==> config.mk <==
export PLATFORM = sky130hd
export DESIGN_NAME = fftpp_core_flat
export DESIGN_NICKNAME = d
export VERILOG_FILES = /design/src/inc/fftpp_pkg.sv /design/src/inc/fftpp_if.sv /design/src/core/fftpp_core.sv /design/src/flat_wrapper.sv
export SDC_FILE = /design/constraint.sdc
export NUM_CORES = 1
export LEC_CHECK = 0
export ABC_AREA = 0
export BUFFER_PORTS_ARGS = -buffer_cell sky130_fd_sc_hd__buf_2
export CAP_MARGIN = 25
export CORE_UTILIZATION = 30
export DETAILED_ROUTE_END_ITERATION = 8
export PLACE_DENSITY = 0.5
export SLEW_MARGIN = 25
export SYNTH_ARGS = -nofsm -noshare
export SYNTH_HDL_FRONTEND = slang
export SYNTH_SLANG_ARGS = --single-unit
==> constraint.sdc <==
create_clock -name clk -period 9.3 [get_ports clk]
set_input_delay 0 -clock clk [delete_from_list [all_inputs] [get_ports clk]]
set_output_delay 0 -clock clk [all_outputs]
set_load 0.01 [all_outputs]
==> src/inc/fftpp_pkg.sv <==
// Constants shared by the ping-pong FFT memory controller and its host end.
// Assumes one 250 MHz clock for both ends and no register bus.
// Functional notes
// - Dual arrangement: new result every 5120 cycles
// - Dual arrangement: first done 4144 after start
// - Two input banks, one output bank, 1024x16
// - Host loads idle bank while core computes
// - Swap input bank roles at transform end (core swaps only in the triple arrangement)
// - Results go only to the output bank
// - Continuous input, one sample every 4 cycles
// - Results presented in digit-reversed order
// - Order bus gives natural-order write address
// - Result strobe frames exactly the valid samples
// - Host unloads output bank after write completes (this host never unloads; unload_request is tied low)
// - Host avoids output bank during result write
// - Mode sampled at start, then at mode strobe
// - Host may change mode at mode strobe
// - Bank select drives host input multiplexer
// - Core drives all input bank enables
// - Host fills first bank before starting
// - Start pulse lasts exactly one clock
// - Host holds unload request low
// - Triple arrangement: result every 4096 cycles
// - Load request pulse, then sample per clock
// - Mode inputs valid only at mode strobe
package fftpp_pkg;
  // ----------------------------------------------------------------
  // Sizes
  // ----------------------------------------------------------------
  localparam int unsigned POINTS = 1024;
  localparam int unsigned AW = 10;
  localparam int unsigned DW = 16;
  localparam int unsigned DIGITS = 5;
  // ----------------------------------------------------------------
  // Timing in clock cycles
  // ----------------------------------------------------------------
  localparam logic [12:0] TRIPLE_PERIOD = 13'h1000;
  localparam logic [12:0] DUAL_PERIOD = 13'h1400;
  localparam logic [12:0] DUAL_FIRST_DONE = 13'h1030;
  localparam logic [12:0] RESULT_LEN = 13'h0400;
  localparam logic [12:0] MODE_SAMPLE_AT = 13'h0000;
  localparam logic [1:0] SAMPLE_SPACING = 2'h3;
  localparam logic [12:0] ONE = 13'h0001;
  localparam logic [AW-1:0] LAST_ADDR = 10'h3ff;
  // ----------------------------------------------------------------
  // Arrangements and states
  // ----------------------------------------------------------------
  typedef enum logic {TRIPLE, DUAL} fftpp_arr_t;
  typedef enum logic [1:0] {IDLE, LOAD, RUN} fftpp_state_t;
  typedef enum logic [1:0] {H_IDLE, H_FILL, H_STREAM} fftpp_hstate_t;

  // Digit reversal of a radix-4 index: result position to natural index
  function automatic logic [AW-1:0] digit_rev(input logic [AW-1:0] a);
    logic [AW-1:0] r;
    r = '0;
    for (int i = 0; i < DIGITS; i++) begin
      r[2*i +: 2] = a[2*(DIGITS-1-i) +: 2];
    end
    return r;
  endfunction
endpackage

==> src/inc/fftpp_if.sv <==
// Link between the ping-pong FFT memory controller and the host logic.
// Assumes both ends share one clock; no clocking block.
`timescale 1ns/1ps
interface fftpp_if;
  // Host to core
  logic load_request;
  logic start;
  logic unload_request;
  logic transform_direction;
  logic [1:0] scale_select;
  logic [fftpp_pkg::DW-1:0] input_sample_re;
  logic [fftpp_pkg::DW-1:0] input_sample_im;
  // Core to host
  logic bank_select;
  logic mode_sample;
  logic result_valid;
  logic done;
  logic [fftpp_pkg::AW-1:0] order_addr;
  logic [fftpp_pkg::DW-1:0] result_sample_re;
  logic [fftpp_pkg::DW-1:0] result_sample_im;
  logic [fftpp_pkg::AW-1:0] load_addr;
  logic first_bank_port_a_write_en;
  logic second_bank_port_a_write_en;
  logic first_bank_port_b_write_en;
  logic second_bank_port_b_write_en;
  logic first_bank_port_a_enable;
  logic second_bank_port_a_enable;

  modport core (
    input load_request, start, unload_request, transform_direction, scale_select,
    input input_sample_re, input_sample_im,
    output bank_select, mode_sample, result_valid, done, order_addr,
    output result_sample_re, result_sample_im, load_addr,
    output first_bank_port_a_write_en, second_bank_port_a_write_en,
    output first_bank_port_b_write_en, second_bank_port_b_write_en,
    output first_bank_port_a_enable, second_bank_port_a_enable
  );
  modport host (
    output load_request, start, unload_request, transform_direction, scale_select,
    output input_sample_re, input_sample_im,
    input bank_select, mode_sample, result_valid, done, order_addr,
    input result_sample_re, result_sample_im, load_addr,
    input first_bank_port_a_write_en, second_bank_port_a_write_en,
    input first_bank_port_b_write_en, second_bank_port_b_write_en,
    input first_bank_port_a_enable, second_bank_port_a_enable
  );
endinterface

==> src/core/fftpp_core.sv <==
// Memory sequencing of the ping-pong FFT engine: bank swap, strobes, result order.
// Assumes the butterfly datapath is outside; result samples come from result_in.
//
// The implementer's own choices: the placing of the registers and the registered result port.
`timescale 1ns/1ps
module fftpp_core (
  // Clock and reset
  input wire logic clk,
  input wire logic rst_n,
  input wire logic ce,
  // Configuration
  input wire fftpp_pkg::fftpp_arr_t arrangement,
  // Datapath result feed, digit-reversed order
  input wire logic [fftpp_pkg::DW-1:0] result_in_re,
  input wire logic [fftpp_pkg::DW-1:0] result_in_im,
  // Latched mode for the datapath
  output logic cur_direction,
  output logic [1:0] cur_scale,
  // Link to host
  fftpp_if.core lnk
);
  // ----------------------------------------------------------------
  // State
  // ----------------------------------------------------------------
  typedef struct packed {
    fftpp_pkg::fftpp_state_t st;
    logic [fftpp_pkg::AW-1:0] ld_addr;
    logic [12:0] cyc;
    logic first;
    logic bank;
    logic dir;
    logic [1:0] scale;
    logic rvalid;
    logic done;
    logic [fftpp_pkg::AW-1:0] oaddr;
    logic [fftpp_pkg::DW-1:0] rre;
    logic [fftpp_pkg::DW-1:0] rim;
  } fftpp_core_t;

  fftpp_core_t r;
  fftpp_core_t next_r;
  logic [12:0] period;
  logic [12:0] res_start;
  logic [12:0] rel;
  logic loading;
  logic running;

  // ----------------------------------------------------------------
  // Transform timing
  // ----------------------------------------------------------------
  // Length in cycles of the transform in progress; the opening dual
  // transform is shorter because no earlier vector overlaps it
  function automatic logic [12:0] span(input logic first, input fftpp_pkg::fftpp_arr_t arr);
    logic [12:0] s;
    if (first && arr == fftpp_pkg::DUAL) begin
      s = fftpp_pkg::DUAL_FIRST_DONE;
    end else if (arr == fftpp_pkg::DUAL) begin
      s = fftpp_pkg::DUAL_PERIOD;
    end else begin
      s = fftpp_pkg::TRIPLE_PERIOD;
    end
    return s;
  endfunction

  // Result window ends the cycle before done, so the last sample is out
  // before the banks swap and the host port moves onto the finished bank
  always_comb begin
    period = span(r.first, arrangement);
    res_start = period - fftpp_pkg::RESULT_LEN - fftpp_pkg::ONE;
    rel = r.cyc - res_start;
  end

  // ----------------------------------------------------------------
  // Next state
  // ----------------------------------------------------------------
  always_comb begin
    next_r = r;
    next_r.done = 1'b0;
    case (r.st)
      fftpp_pkg::IDLE: begin
        if (lnk.load_request) begin
          next_r.st = fftpp_pkg::LOAD;
          next_r.ld_addr = '0;
        end else if (lnk.start) begin
          next_r.st = fftpp_pkg::RUN;
          next_r.cyc = '0;
          next_r.first = 1'b1;
          next_r.dir = lnk.transform_direction;
          next_r.scale = lnk.scale_select;
          next_r.bank = 1'b1;
        end
      end
      fftpp_pkg::LOAD: begin
        next_r.ld_addr = r.ld_addr + 1'b1;
        if (r.ld_addr == fftpp_pkg::LAST_ADDR) begin
          next_r.st = fftpp_pkg::IDLE;
        end
      end
      fftpp_pkg::RUN: begin
        if (lnk.start) begin
          // Restart the whole engine
          next_r.cyc = '0;
          next_r.first = 1'b1;
          next_r.bank = 1'b1;
          next_r.dir = lnk.transform_direction;
          next_r.scale = lnk.scale_select;
        end else begin
          next_r.cyc = r.cyc + fftpp_pkg::ONE;
          if (r.cyc == fftpp_pkg::MODE_SAMPLE_AT && !r.first) begin
            next_r.dir = lnk.transform_direction;
            next_r.scale = lnk.scale_select;
          end
          // Period already covers the short opening dual transform
          if (r.cyc == period - fftpp_pkg::ONE) begin
            next_r.cyc = '0;
            next_r.first = 1'b0;
            next_r.done = 1'b1;
            if (arrangement == fftpp_pkg::TRIPLE) begin
              next_r.bank = ~r.bank;
            end
          end
        end
      end
      default: next_r.st = fftpp_pkg::IDLE;
    endcase
    // Result window at the tail of each transform
    next_r.rvalid = 1'b0;
    next_r.oaddr = '0;
    if (r.st == fftpp_pkg::RUN && !lnk.start && rel < fftpp_pkg::RESULT_LEN) begin
      next_r.rvalid = 1'b1;
      next_r.oaddr = fftpp_pkg::digit_rev(rel[fftpp_pkg::AW-1:0]);
      next_r.rre = result_in_re;
      next_r.rim = result_in_im;
    end
    if (!rst_n) begin
      next_r = '0;
    end
  end

  // Registered state with clock enable
  always_ff @(posedge clk) begin
    if (ce || !rst_n) begin
      r <= next_r;
    end
  end

  // ----------------------------------------------------------------
  // Outputs
  // ----------------------------------------------------------------
  // Core owns one input bank, the host the other; results go to output bank only
  assign loading = (r.st == fftpp_pkg::LOAD);
  assign running = (r.st == fftpp_pkg::RUN);
  assign lnk.bank_select = r.bank;
  assign lnk.mode_sample = running && !r.first && r.cyc == fftpp_pkg::MODE_SAMPLE_AT;
  assign lnk.result_valid = r.rvalid;
  assign lnk.done = r.done;
  assign lnk.order_addr = r.oaddr;
  assign lnk.result_sample_re = r.rre;
  assign lnk.result_sample_im = r.rim;
  assign lnk.load_addr = r.ld_addr;
  // Port A is the host write port, port B the engine working port
  assign lnk.first_bank_port_a_write_en = loading || (running && !r.bank);
  assign lnk.second_bank_port_a_write_en = running && r.bank;
  assign lnk.first_bank_port_b_write_en = running && r.bank;
  assign lnk.second_bank_port_b_write_en = running && !r.bank;
  assign lnk.first_bank_port_a_enable = lnk.first_bank_port_a_write_en;
  assign lnk.second_bank_port_a_enable = lnk.second_bank_port_a_write_en;
  assign cur_direction = r.dir;
  assign cur_scale = r.scale;
endmodule

==> src/flat_wrapper.sv <==
// flat-port wrapper written by rule: the top's interface ports become plain ports
module fftpp_core_flat 
  (clk, rst_n, ce, arrangement, result_in_re, result_in_im, cur_direction, cur_scale, lnk_load_request, lnk_start, lnk_unload_request, lnk_transform_direction, lnk_scale_select, lnk_input_sample_re, lnk_input_sample_im, lnk_bank_select, lnk_mode_sample, lnk_result_valid, lnk_done, lnk_order_addr, lnk_result_sample_re, lnk_result_sample_im, lnk_load_addr, lnk_first_bank_port_a_write_en, lnk_second_bank_port_a_write_en, lnk_first_bank_port_b_write_en, lnk_second_bank_port_b_write_en, lnk_first_bank_port_a_enable, lnk_second_bank_port_a_enable);
  fftpp_if lnk_i ();
  input wire logic clk;
  input wire logic rst_n;
  input wire logic ce;
  input wire fftpp_pkg::fftpp_arr_t arrangement;
  input wire logic [fftpp_pkg::DW-1:0] result_in_re;
  input wire logic [fftpp_pkg::DW-1:0] result_in_im;
  output logic cur_direction;
  output logic [1:0] cur_scale;
  input wire logic [$bits(lnk_i.load_request)-1:0] lnk_load_request;
  input wire logic [$bits(lnk_i.start)-1:0] lnk_start;
  input wire logic [$bits(lnk_i.unload_request)-1:0] lnk_unload_request;
  input wire logic [$bits(lnk_i.transform_direction)-1:0] lnk_transform_direction;
  input wire logic [$bits(lnk_i.scale_select)-1:0] lnk_scale_select;
  input wire logic [$bits(lnk_i.input_sample_re)-1:0] lnk_input_sample_re;
  input wire logic [$bits(lnk_i.input_sample_im)-1:0] lnk_input_sample_im;
  output wire logic [$bits(lnk_i.bank_select)-1:0] lnk_bank_select;
  output wire logic [$bits(lnk_i.mode_sample)-1:0] lnk_mode_sample;
  output wire logic [$bits(lnk_i.result_valid)-1:0] lnk_result_valid;
  output wire logic [$bits(lnk_i.done)-1:0] lnk_done;
  output wire logic [$bits(lnk_i.order_addr)-1:0] lnk_order_addr;
  output wire logic [$bits(lnk_i.result_sample_re)-1:0] lnk_result_sample_re;
  output wire logic [$bits(lnk_i.result_sample_im)-1:0] lnk_result_sample_im;
  output wire logic [$bits(lnk_i.load_addr)-1:0] lnk_load_addr;
  output wire logic [$bits(lnk_i.first_bank_port_a_write_en)-1:0] lnk_first_bank_port_a_write_en;
  output wire logic [$bits(lnk_i.second_bank_port_a_write_en)-1:0] lnk_second_bank_port_a_write_en;
  output wire logic [$bits(lnk_i.first_bank_port_b_write_en)-1:0] lnk_first_bank_port_b_write_en;
  output wire logic [$bits(lnk_i.second_bank_port_b_write_en)-1:0] lnk_second_bank_port_b_write_en;
  output wire logic [$bits(lnk_i.first_bank_port_a_enable)-1:0] lnk_first_bank_port_a_enable;
  output wire logic [$bits(lnk_i.second_bank_port_a_enable)-1:0] lnk_second_bank_port_a_enable;
  assign lnk_i.load_request = lnk_load_request;
  assign lnk_i.start = lnk_start;
  assign lnk_i.unload_request = lnk_unload_request;
  assign lnk_i.transform_direction = lnk_transform_direction;
  assign lnk_i.scale_select = lnk_scale_select;
  assign lnk_i.input_sample_re = lnk_input_sample_re;
  assign lnk_i.input_sample_im = lnk_input_sample_im;
  assign lnk_bank_select = lnk_i.bank_select;
  assign lnk_mode_sample = lnk_i.mode_sample;
  assign lnk_result_valid = lnk_i.result_valid;
  assign lnk_done = lnk_i.done;
  assign lnk_order_addr = lnk_i.order_addr;
  assign lnk_result_sample_re = lnk_i.result_sample_re;
  assign lnk_result_sample_im = lnk_i.result_sample_im;
  assign lnk_load_addr = lnk_i.load_addr;
  assign lnk_first_bank_port_a_write_en = lnk_i.first_bank_port_a_write_en;
  assign lnk_second_bank_port_a_write_en = lnk_i.second_bank_port_a_write_en;
  assign lnk_first_bank_port_b_write_en = lnk_i.first_bank_port_b_write_en;
  assign lnk_second_bank_port_b_write_en = lnk_i.second_bank_port_b_write_en;
  assign lnk_first_bank_port_a_enable = lnk_i.first_bank_port_a_enable;
  assign lnk_second_bank_port_a_enable = lnk_i.second_bank_port_a_enable;
  fftpp_core u_core (.clk(clk), .rst_n(rst_n), .ce(ce), .arrangement(arrangement), .result_in_re(result_in_re), .result_in_im(result_in_im), .cur_direction(cur_direction), .cur_scale(cur_scale), .lnk(lnk_i));
endmodule
Yosys cells after proc, flatten, opt, wreduce, memory -nomap -nowiden
Index checks and enable logic that the tools add are counted.

Register bits: 74. Input bits: 74. Output and inout bits: 65. Logic and storage cells: 81.

Add/sub/neg operators: 6. Order comparisons: 1. Eq/ne operators: 16. Multiplexer cells: 18. Bitwise operators: 3. Reduce and logical (&&, ||, !) cells: 25.

Operators by type and width (count): 2-to-1 mux 18 bit (3); case mux 18 bit (2 select lines) (1); 2-to-1 mux 32 bit (1); subtractor 13 x 1 -> 13 bit (second input constant) (2); 2-to-1 mux 11 bit (2); case mux 10 bit (2 select lines) (1); != test 4 bit (second input constant) (4); 2-to-1 mux 15 bit (1); adder 13 x 1 -> 13 bit (second input constant) (1); == test 13 bit (1); zero test 13 bit (1); < comparator 13 x 11 -> 1 bit (second input constant) (1); subtractor 13 x 11 -> 13 bit (second input constant) (1); subtractor 13 bit (1); != test 3 bit (second input constant) (4); adder 10 x 1 -> 10 bit (second input constant) (1); == test 10 bit (second input constant) (1); 2-to-1 mux 10 bit (1); AND reduction 5 bit (2); logical AND 1 bit (8); AND reduction 4 bit (2); 2-to-1 mux 2 bit (3); != test 3 x 1 -> 1 bit (second input constant) (2); case mux 2 bit (3 select lines) (1); other kinds (14) (23).

Depth between registers and ports, before layout
Gate-level depths: netlist (run 1).

Depth in word-level cells: 9. Gate-level depth with buffers: 11. Depth with buffers taken out: 10.

Worst setup path after synthesis (run 1)
No wires, ideal clock.

Path kind: register -> register. From: register u_core.r[48] in the netlist's numbering. To: register u_core.r (netlist bit u_core.lnk.result_sample_im[0]) (enable). Library setup time: 0.470 ns. Arrival: 4.395 ns. Setup slack: 4.436 ns. Cell stages (with the launch flop): 10. Path through: edfxtp_1 nor2b_1 ha_1 inv_1 ha_1 inv_1 nor3b_1 a2111oi_0 nand3_1 o31ai_1.

Word-level cells in the longest chain between the ends: 9.

Ends and longest elaborated chain: from (decl) (line fftpp_core.sv:40) `fftpp_core_t r;`; from (signal assigned) (line fftpp_core.sv:143) `r <= next_r;`; logical AND 1 bit (line fftpp_core.sv:55) `if (first && arr == fftpp_pkg::DUAL) begin`; 2-to-1 mux 11 bit (line fftpp_core.sv:55); subtractor 13 x 11 -> 13 bit (line fftpp_core.sv:69) `res_start = period - fftpp_pkg::RESULT_LEN - fftpp_pkg::ONE;`; subtractor 13 x 1 -> 13 bit (line fftpp_core.sv:69); subtractor 13 bit (line fftpp_core.sv:70) `rel = r.cyc - res_start;`; < comparator 13 x 11 -> 1 bit (line fftpp_core.sv:129) `if (r.st == fftpp_pkg::RUN && !lnk.start && rel < fftpp_pkg::RESULT_LEN) begin`; logical AND 1 bit (line fftpp_core.sv:129); != test 2 x 1 -> 1 bit (no line); AND reduction 2 bit (no line).

Every way passes these cells. A chain may end at the register's enable or synchronous reset.

Worst setup path in the final report (run 1)
From: register u_core.r[48] in the netlist's numbering. To: register u_core.r (netlist bit u_core.lnk.result_sample_im[4]) (enable).

Same word-level chain as after synthesis.

==> run metrics, run 1 <==
VDD IR max 0.0000914 V; Setup crit start kind flop; detailed-route via count 2904; Critical Path AT 3.37 ns; grt ovf 0; detailed placer's ending HPWL between 6000 and 7000 um; Max Freq between 0.2 and 0.3 GHz; Syn Inst Count approximately 390; drt first pass iters 4; syn nets 490; Detailed Route WL just under 9000 um; dominant cells by area after synthesis edfxtp_1 (50%), buf_4 (9.8%), ha_1 (6.8%); Root Driver clkbuf_16; kind of critical path reg2reg; most common cell in the netlist edfxtp_1; Initial DRC Count about 130; average wire per standard cell 13.3 um; status finished, final reports clean; post-route clock skew between 0.009 and 0.01 ns; Critical Path Start u_core.r[48]; routability cong. 0.749; Worst R2R Setup Slack approximately 5.9 ns; RSZ-0062 raised after global routing false; r2r endpoint u_core.lnk.result_sample_im[4]; Leakage 2.23 nW; num rows 44; Synth Cell Area ~4400 um2; Nets roughly 580; die span in x roughly 120 um; TritonCTS Sinks 74; classification of the worst-slack hold path in2reg; leading area contributor after synthesis edfxtp_1; WP data required ~9.3 ns; Ys Warns 0; CP endpoint u_core.lnk.result_sample_im[4]; initial antenna violation count 0; Cell variety after synth between 40 and 50; CP max FO 32; DRC Markers 0; vias in the first global route ~2800; count of final setup violators 0; Tot GR Track Use ~12%; fin crit share between 30% and 40%; total power 0.989 mW; Antenna Violating Nets Remaining 0; die area between 15000 and 20000 um2; MaxCap Viol Count 0; first-pass GRT wire length around 14000 um; ys async rst share 0%; share of layout cells above drive strength 1 31.5%; worst skew pair latency 0.34 ns; ys flop type edfxtp_1; IO buf count ~110; slew margin rel. between 30% and 40%; clk buf depth 2; die height ~120 um; synth cell count leaders edfxtp_1 (74), buf_4 (58), and2_1 (39); Final Hold Slack around 0.085 ns; Reg clk slew, reported paths about 0.060 ns; IO Pins 139; core area 14500 um2; Yosys reg bits 74; H-tree levels 3; Post-synth EDFFs 74; Hold Vio Cnt, Final 0; largest net degree at the start of global routing 48; pwr/cell area 182 nW/um2; crit path time final around 3.4 ns; Layout area overhead 22.3%; worst reg2reg path depth 10; Vias/cell 4.33; reg-to-reg startpoint u_core.r[48]; ant diodes 0; fin. max-slew vios 0; Seq/Total Area, Yosys 50.1%; CP endpoint kind flop; Num CTS Buffers 9; Starting Density a little under a third; Synth top area share 50.1%; setup_tns 0 ns; Least-Margin Pin Slew 0.987 ns; Avg Cell Area, Syn between 10 and 15 um2; CTS tree built
[layout make-up]
class	instances	area (um2)
clock buffers	9	225
clock inverters	7	98.8
fillers	1440	9060
inverters	25	93.8
multi-input cells	227	1640
flip-flops and latches	74	2220
well taps	184	230
repair buffers	144	908
[critical path, cell delays in order, from the launching register on]
cell,delay (ns)
edfxtp_1,0.49
nor2b_1,0.16
ha_1,0.23
inv_1,0.06
ha_1,0.27
inv_1,0.14
nor3b_1,0.07
a2111oi_0,0.64
nand3_1,0.28
o31ai_4,0.28
buf_4,0.40
[cell usage in the layout (no fill, tap or decap), types with 9 or more instances in the layout]
master | Yosys | routed
a21oi_1 | 9 | 9
ha_1 | 24 | 24
clkbuf_16 | 0 | 9
dlygate4sd3_1 | 0 | 36
nand2_1 | 12 | 12
nor2_1 | 29 | 29
and2_1 | 39 | 39
xnor2_1 | 17 | 17
inv_1 | 23 | 23
xor2_1 | 9 | 9
nor3_2 | 9 | 9
buf_2 | 0 | 105
edfxtp_1 | 74 | 74
[routing by layer]
layer  vias up  share of wire, %  GRT usage (%)
met3        13               5.6           3.53
met4         0               2.0           6.10
met1      1345                45           14.6
met5         -                 0              0
met2        73                47           19.5
li1       1473                 -              -
[flip-flops by register name, indices dropped and copies added, names as in the netlist]
name	flops
u_core.lnk.done	1
u_core.cur_scale	2
u_core.r	16
u_core.cur_direction	1
u_core.lnk.result_sample_re	16
u_core.lnk.result_valid	1
u_core.lnk.result_sample_im	16
u_core.lnk.order_addr	10
u_core.lnk.load_addr	10
u_core.lnk.bank_select	1
[kinds of logic after synthesis]
kind of cell	count (synthesis)	share of synthesized area, %
buffers and inverters	91	13.1
flip-flops	74	50.1
AND/OR/NAND/NOR	143	19.3
XOR/XNOR	26	5.13
AO/OA/AOI/OAI	34	5.53
adder cells (fa/ha/maj)	24	6.77
[metrics by stage]
stage	area (um2)	util [%]	std cells	setup slack [ns]
finish	5420	37.5	670	5.93
global route	5420	37.5	670	5.70
CTS	5420	37.5	670	5.90
detailed placement	4740	32.7	618	5.91
global placement	4740	32.7	618	5.98
floorplan	4440	-	392	4.44
[report_power, final]
part / switching [mW] / leakage (nW) / internal (mW) / total (mW)
clock network: 0.142 / 0.158 / 0.237 / 0.379
registers: 0.0195 / 0.774 / 0.399 / 0.418
logic: 0.108 / 1.30 / 0.0836 / 0.191
[repair_timing]
action                                 in CTS  in global routing
hold buffers                               36                  0
gates resized for setup                     0                  0
endpoints found under the hold margin      36                  0
buffers inserted                            0                  0
[how the worst min path moves through the flow]
stage,from,endpoint,slack [ns],cells after the start
after floorplan,lnk_transform_direction,u_core.cur_direction,0.20,1
after CTS,lnk_start,u_core.r[48],0.07,3
after global placement,result_in_im[15],u_core.lnk.result_sample_im[15],0.28,2
after detailed placement,result_in_re[2],u_core.lnk.result_sample_re[2],0.29,2
final,lnk_start,u_core.r[48],0.09,3
after global routing,lnk_start,u_core.r[48],0.11,3
Power figures use the tool's default switching activity.
==> run 2, diff against run 1 <==
--- a/config.mk
+++ b/config.mk
@@ -10,7 +10,7 @@
 export CAP_MARGIN = 25
 export CORE_UTILIZATION = 30
 export DETAILED_ROUTE_END_ITERATION = 8
-export PLACE_DENSITY = 0.5
+export PLACE_DENSITY = 0.52
 export SLEW_MARGIN = 25
 export SYNTH_ARGS = -nofsm -noshare
 export SYNTH_HDL_FRONTEND = slang
==> constraint.sdc (replaced) <==
create_clock -name clk -period 3.1 [get_ports clk]
set_input_delay 0 -clock clk [delete_from_list [all_inputs] [get_ports clk]]
set_output_delay 0 -clock clk [all_outputs]
set_load 0.01 [all_outputs]
==> run 2 against run 1 <==
  * Count of clock-buffer cells in the layout stayed put
  * Sequential cell count unchanged
  * Global-route usage increased by 0.13 points
  * Clock power grew to 3.4 times the previous value
  * Wire length down 0.10%
  * Combinational power increased to 3.1 times the previous value
  * Power grew to 3.2 times the previous value
  * Final area up 1.9%
  * Setup slack got worse by 5.6 ns
  * Largest cell class unchanged
==> run metrics, run 2 (synthesis gave the netlist of run 1 again) <==
Place WS 0.287 ns (-5.62 ns); fin. max-slew vios 0 (unchanged); ant diodes 0 (unchanged); Critical Path AT 2.85 ns (-0.52 ns); Starting Density 30.6% (unchanged); post-route clock skew 0.00661 ns (-0.00244 ns); Nets 579 (unchanged); Leakage 2.26 nW (+1.0%); share of layout cells above drive strength 1 33.2% (+1.7 points); worst stage delay on the critical path 0.45 ns (-0.19 ns); MaxCap Viol Count 0 (unchanged); Initial DRC Count 157 (+26%); IO buf count 105 (unchanged); total placed cells including tap cells 618 (unchanged); H-tree levels 3 (unchanged); CP max-delay cell edfxtp_1; setup_tns 0 ns (unchanged); first-pass GRT wire length 13900 um (+0.85%); Hold Crit Depth 3 (unchanged); Post-CTS Resized 0 (unchanged); RSZ-0062 raised after global routing false; TritonCTS Sinks 74 (unchanged); grt ovf 0 (unchanged); routability cong. 0.740 (-1.2%); crit-path most repeated cell nand2_1; classification of the worst-slack hold path in2reg; WP data required 3.14 ns (-6.16 ns); die area 15300 um2 (unchanged); Antenna Violating Nets Remaining 0 (unchanged); fin crit share 90.9% (+55 points); pwr/cell area 568 nW/um2 (+210%); worst skew pair latency 0.34 ns (about the same); Least-Margin Pin Slew 0.948 ns (-0.0391 ns); initial antenna violation count 0 (unchanged); average wire per standard cell 13.3 um (about the same); Vias/cell 4.36 (+0.56%); Detailed Route WL 8930 um (-0.10%); core area 14500 um2 (unchanged); IO Pins 139 (unchanged); Layout area overhead 24.5%; slew margin rel. 36.8% (+2.6 points); worst reg2reg path depth 10 (unchanged); kind of critical path reg2reg; VDD IR max 0.000356 V (+290%); clk buf depth 2 (unchanged); Root Driver clkbuf_16; DRC Markers 0 (unchanged); post-route insts no fill 669 (-0.15%); Setup crit start kind flop; die height 124 um (unchanged); largest net degree at the start of global routing 48 (unchanged); commonest non-fill, non-tap cell in the layout buf_2; CP max FO 32 (unchanged); Max Freq 0.355 GHz (+20%); worst setup margin 0.282 ns (-5.65 ns); die span in x 124 um (unchanged); commonest non-fill, non-tap cells in the layout buf_2 (105), edfxtp_1 (74), and2_1 (39); crit path time final 2.82 ns (-0.553 ns); detailed placer's ending HPWL 6340 um (about the same); CTS tree built; vias in the first global route 2800 (-0.14%); status finished, final reports clean; Reg clk slew, reported paths 0.06 ns (about the same); Hold Vio Cnt, Final 0 (unchanged); Num CTS Buffers 9 (unchanged); count of final setup violators 0 (unchanged); CP endpoint kind flop; drt first pass iters 6 (+2); num rows 44 (unchanged); detailed-route via count 2916 (+0.41%); CP cell instances nand2_1 > ha_1 > ha_4 > nand2_1 > o21ai_1 > nand4_1 > a21oi_2 > o221ai_2 > o31ai_4 > buf_12; Tot GR Track Use 12.2% (+0.13 points)
==> run 2: final timing paths <==
path,startpoint,end,slack [ns]
worst min-delay path,lnk_start,u_core.r[48],0.08
worst min register to register,u_core.lnk.load_addr[8],u_core.lnk.load_addr[8],0.64
worst max register to register,u_core.r[48],u_core.lnk.result_sample_im[5],0.28
worst max-delay path,u_core.r[48],u_core.lnk.result_sample_im[5],0.28
==> run 2: layout make-up <==
| type | instances | area [um2] |
|---|---|---|
| multi-input cells | 227 | 1690 |
| flip-flops and latches | 74 | 2220 |
| well taps | 184 | 230 |
| fillers | 1425 | 8950 |
| inverters | 25 | 93.8 |
| clock inverters | 6 | 138 |
| repair buffers | 144 | 921 |
| clock buffers | 9 | 225 |
==> run 2: metrics by stage <==
stage	instance area [um2]	total power [mW]	hold slack, ns	util [%]
floorplan	4500	1.74	0.204	-
global placement	4800	1.84	0.284	33.2
detailed placement	4800	1.85	0.289	33.2
CTS	5520	3.18	0.0675	38.2
global route	5520	3.29	0.0964	38.2
finish	5520	3.14	0.0786	38.2
==> run 2: where the power goes <==
group	internal [mW]	switching [mW]	leakage [nW]
registers	1.20	0.0597	0.774
clock network	0.867	0.416	0.176
logic	0.268	0.330	1.31
==> run 2: layer usage <==
layer | vias up | global-route usage (%) | routed length, um
met5 | - | 0 | 0
met1 | 1346 | 15.4 | 4230
met4 | 0 | 6.55 | 184
met2 | 79 | 19.2 | 4080
met3 | 11 | 3.02 | 428
li1 | 1480 | - | -
==> run 2: worst max-delay path: cells and delay by family, from the launching register on <==
family	cells	cell delay, ns
buffers and inverters	1	0.23
flip-flops	1	0.45
adder cells (fa/ha/maj)	2	0.66
AND/OR/NAND/NOR	3	0.38
AO/OA/AOI/OAI	4	0.77
==> run 2: what timing repair did <==
action	in CTS	in global routing
hold buffers	36	0
endpoints found under the hold margin	36	0
setup buffers	0	0
==> run 3, diff against run 2 <==
--- a/config.mk
+++ b/config.mk
@@ -8,9 +8,9 @@
 export ABC_AREA = 0
 export BUFFER_PORTS_ARGS = -buffer_cell sky130_fd_sc_hd__buf_2
 export CAP_MARGIN = 25
-export CORE_UTILIZATION = 30
+export CORE_UTILIZATION = 47
 export DETAILED_ROUTE_END_ITERATION = 8
-export PLACE_DENSITY = 0.52
+export PLACE_DENSITY = 0.75
 export SLEW_MARGIN = 25
 export SYNTH_ARGS = -nofsm -noshare
 export SYNTH_HDL_FRONTEND = slang
==> constraint.sdc (replaced) <==
create_clock -name clk -period 3.1 [get_ports clk]
set_input_delay 0 -clock clk [delete_from_list [all_inputs] [get_ports clk]]
set_output_delay 0 -clock clk [all_outputs]
set_load 0.05 [all_outputs]
==> run 3 against run 2 <==
  * Setup slack lost 0.0057 ns
  * Maximum frequency shrank 0.20%
  * Clock power shrank 38%
  * Clock skew grew 0.0058 ns
  * Highest routed layer unchanged
  * Register-to-register slack is essentially flat
  * Critical path depth is the same
  * Via count grew 1.3%
  * Final cell count shrank 11%
  * Combinational power grew 34%
  * Wire length shrank 4.5%
==> run metrics, run 3 (synthesis gave the netlist of run 1 again) <==
status finished, final reports clean; WP data required 3.15 ns (about the same); classification of the worst-slack hold path in2reg; CP max FO 32 (unchanged); CTS tree built; Final Hold Slack 0.0871 ns (+0.00852 ns); crit-path most repeated cell nand2_1; post-route clock skew 0.0124 ns (+0.00576 ns); Post-CTS Setup Bufs 0 (unchanged); Comb pwr share 28.1% (+9.0 points); drt first pass iters 4 (-2); total placed cells including tap cells 545 (-12%); Vias/cell 4.95 (+14%); commonest non-fill, non-tap cell in the layout buf_2; IO Pins 139 (unchanged); switching share of power 35.2% (+9.5 points); total area of sequential cells 2220 um2 (unchanged); grt ovf 0 (unchanged); Setup crit start kind flop; largest net degree at the start of global routing 48 (unchanged); Hold Vio Cnt, Final 0 (unchanged); setup_tns 0 ns (unchanged); worst stage delay on the critical path 0.45 ns (about the same); die height 99.1 um (-20%); CP max-delay cell edfxtp_1; first-pass GRT wire length 13600 um (-2.7%); number of fill cells 727 (-49%); pwr/cell area 541 nW/um2 (-4.8%); detailed placer's ending HPWL 5820 um (-8.2%); post-route insts no fill 597 (-11%); vias in the first global route 2892 (+3.3%); Seq pwr share 43.9% (+3.9 points); Hold Crit Start lnk_start; worst skew pair latency 0.36 ns (+0.02 ns); detailed-route via count 2955 (+1.3%); total power 2.86 mW (-9.0%); Clock power frac 27.9% (-13 points); CP endpoint kind flop; H-tree levels 3 (unchanged); fin. max-slew vios 0 (unchanged); average wire per standard cell 14.3 um (+7.0%); Tot GR Track Use 17.8% (+5.6 points); P_sw 1.01 mW (+25%); Layout area overhead 19.0%; worst setup margin 0.276 ns (-0.00569 ns); DRC Markers 0 (unchanged); Buf+Inv Stages, Crit Path 1 (unchanged); ant diodes 0 (unchanged); Starting Density 48.2% (+18 points); kind of critical path reg2reg; share of layout cells above drive strength 1 33.5% (+0.34 points); slew margin rel. 55.9% (+19 points); reg-to-reg startpoint u_core.r[48]; family with the most delay on the worst path compound AO/OA/AOI/OAI gates; routability cong. 0.816 (+10%); MaxCap Viol Count 0 (unchanged); RSZ-0062 raised after global routing false; Critical Path Start u_core.r[48]; clk buf depth 2 (unchanged); Nets 579 (unchanged); Num CTS Buffers 9 (unchanged); Least-Margin Pin Slew 0.656 ns (-0.292 ns); core area 9200 um2 (-36%); VDD IR max 0.000307 V (-14%); Detailed Route WL 8520 um (-4.5%); IO buf count 105 (unchanged); Critical Path AT 2.88 ns (+0.03 ns); fin crit share 91.1% (+0.18 points); num rows 35 (-20%); Place WS 0.337 ns (+0.0502 ns); commonest non-fill, non-tap cells in the layout buf_2 (105), edfxtp_1 (74), and2_1 (39); count of final setup violators 0 (unchanged); Initial DRC Count 143 (-8.9%); Max Freq 0.354 GHz (-0.20%); TritonCTS Sinks 74 (unchanged); multi-input logic area 1700 um2 (+0.22%); Antenna Violating Nets Remaining 0 (unchanged); CP cell instances nand2_1 > ha_1 > ha_4 > nand2_1 > o21ai_1 > nand4_1 > a21oi_2 > o221ai_2 > o31ai_4 > buf_12; Reg clk slew, reported paths 0.08 ns (+0.02 ns); die area 9830 um2 (-36%); initial antenna violation count 0 (unchanged); die span in x 99.1 um (-20%); Root Driver clkbuf_8; Leakage 2.18 nW (-3.4%); cell internal pwr 1.85 mW (-21%); crit path time final 2.82 ns (+0.00569 ns)
[run 3: changes by cell type in the layout (fill, tap and decap cells not counted)]
| cell | change |
|---|---|
| a21oi_1 | -1 |
| a21oi_2 | +1 |
| bufinv_16 | -3 |
| clkbuf_16 | -9 |
| clkbuf_8 | +9 |
| clkinv_4 | -1 |
| clkinvlp_4 | +2 |
| inv_6 | +2 |
| inv_8 | +1 |
[run 3: final cells by class]
class | count | share of cell area, %
clock inverter | 7 | 1.56
timing repair buffer | 144 | 17.4
inverter | 25 | 1.78
sequential | 74 | 42.1
multi-input combinational | 227 | 32.2
clock buffer | 9 | 2.35
tap | 111 | 2.63
[run 3: power groups by stage]
stage | Clock (mW) | Combinational [mW] | Sequential [mW]
after floorplan | 0 | 0.675 | 1.28
after global placement | 0 | 0.754 | 1.27
after detailed placement | 0 | 0.765 | 1.28
after CTS | 0.810 | 0.804 | 1.25
after global routing | 0.837 | 0.864 | 1.26
final | 0.798 | 0.804 | 1.25
[run 3: layer usage]
metal  share of wire (%)  up-vias  wire length, um  GRT usage [%]
li1                    -     1469                -              -
met1                  43     1387             3670           20.9
met2                  50       84             4290           31.4
met3                 4.3       15              364           3.23
met4                 2.3        0              200           9.28
met5                   0        -                0              0
[run 3: through the flow]
stage               instance area (um2)  utilization (%)
finish                             5280             57.4
global route                       5280             57.4
CTS                                5280             57.4
detailed placement                 4710             51.2
global placement                   4710             51.2
floorplan                          4500                -
[run 3: path summary, 6_finish.rpt]
path	end	slack (ns)	cells after the start
worst max-delay path	u_core.lnk.result_sample_im[9]	0.28	10
worst min-delay path	u_core.r[48]	0.09	3
worst max register to register	u_core.lnk.result_sample_im[9]	0.28	10
worst min register to register	u_core.lnk.load_addr[0]	0.63	1
[run 3: worst register-to-register path, cell delays in order (launching register included)]
cell,delay [ns]
edfxtp_1,0.45
nand2_1,0.12
ha_1,0.35
ha_4,0.31
nand2_1,0.09
o21ai_1,0.22
nand4_1,0.16
a21oi_2,0.17
o221ai_2,0.14
o31ai_4,0.27
buf_12,0.24
[run 3: what timing repair did]
item,4_1_cts,5_1_grt
resized for setup,0,0
hold buffers,36,0
hold endpoints to repair,36,0
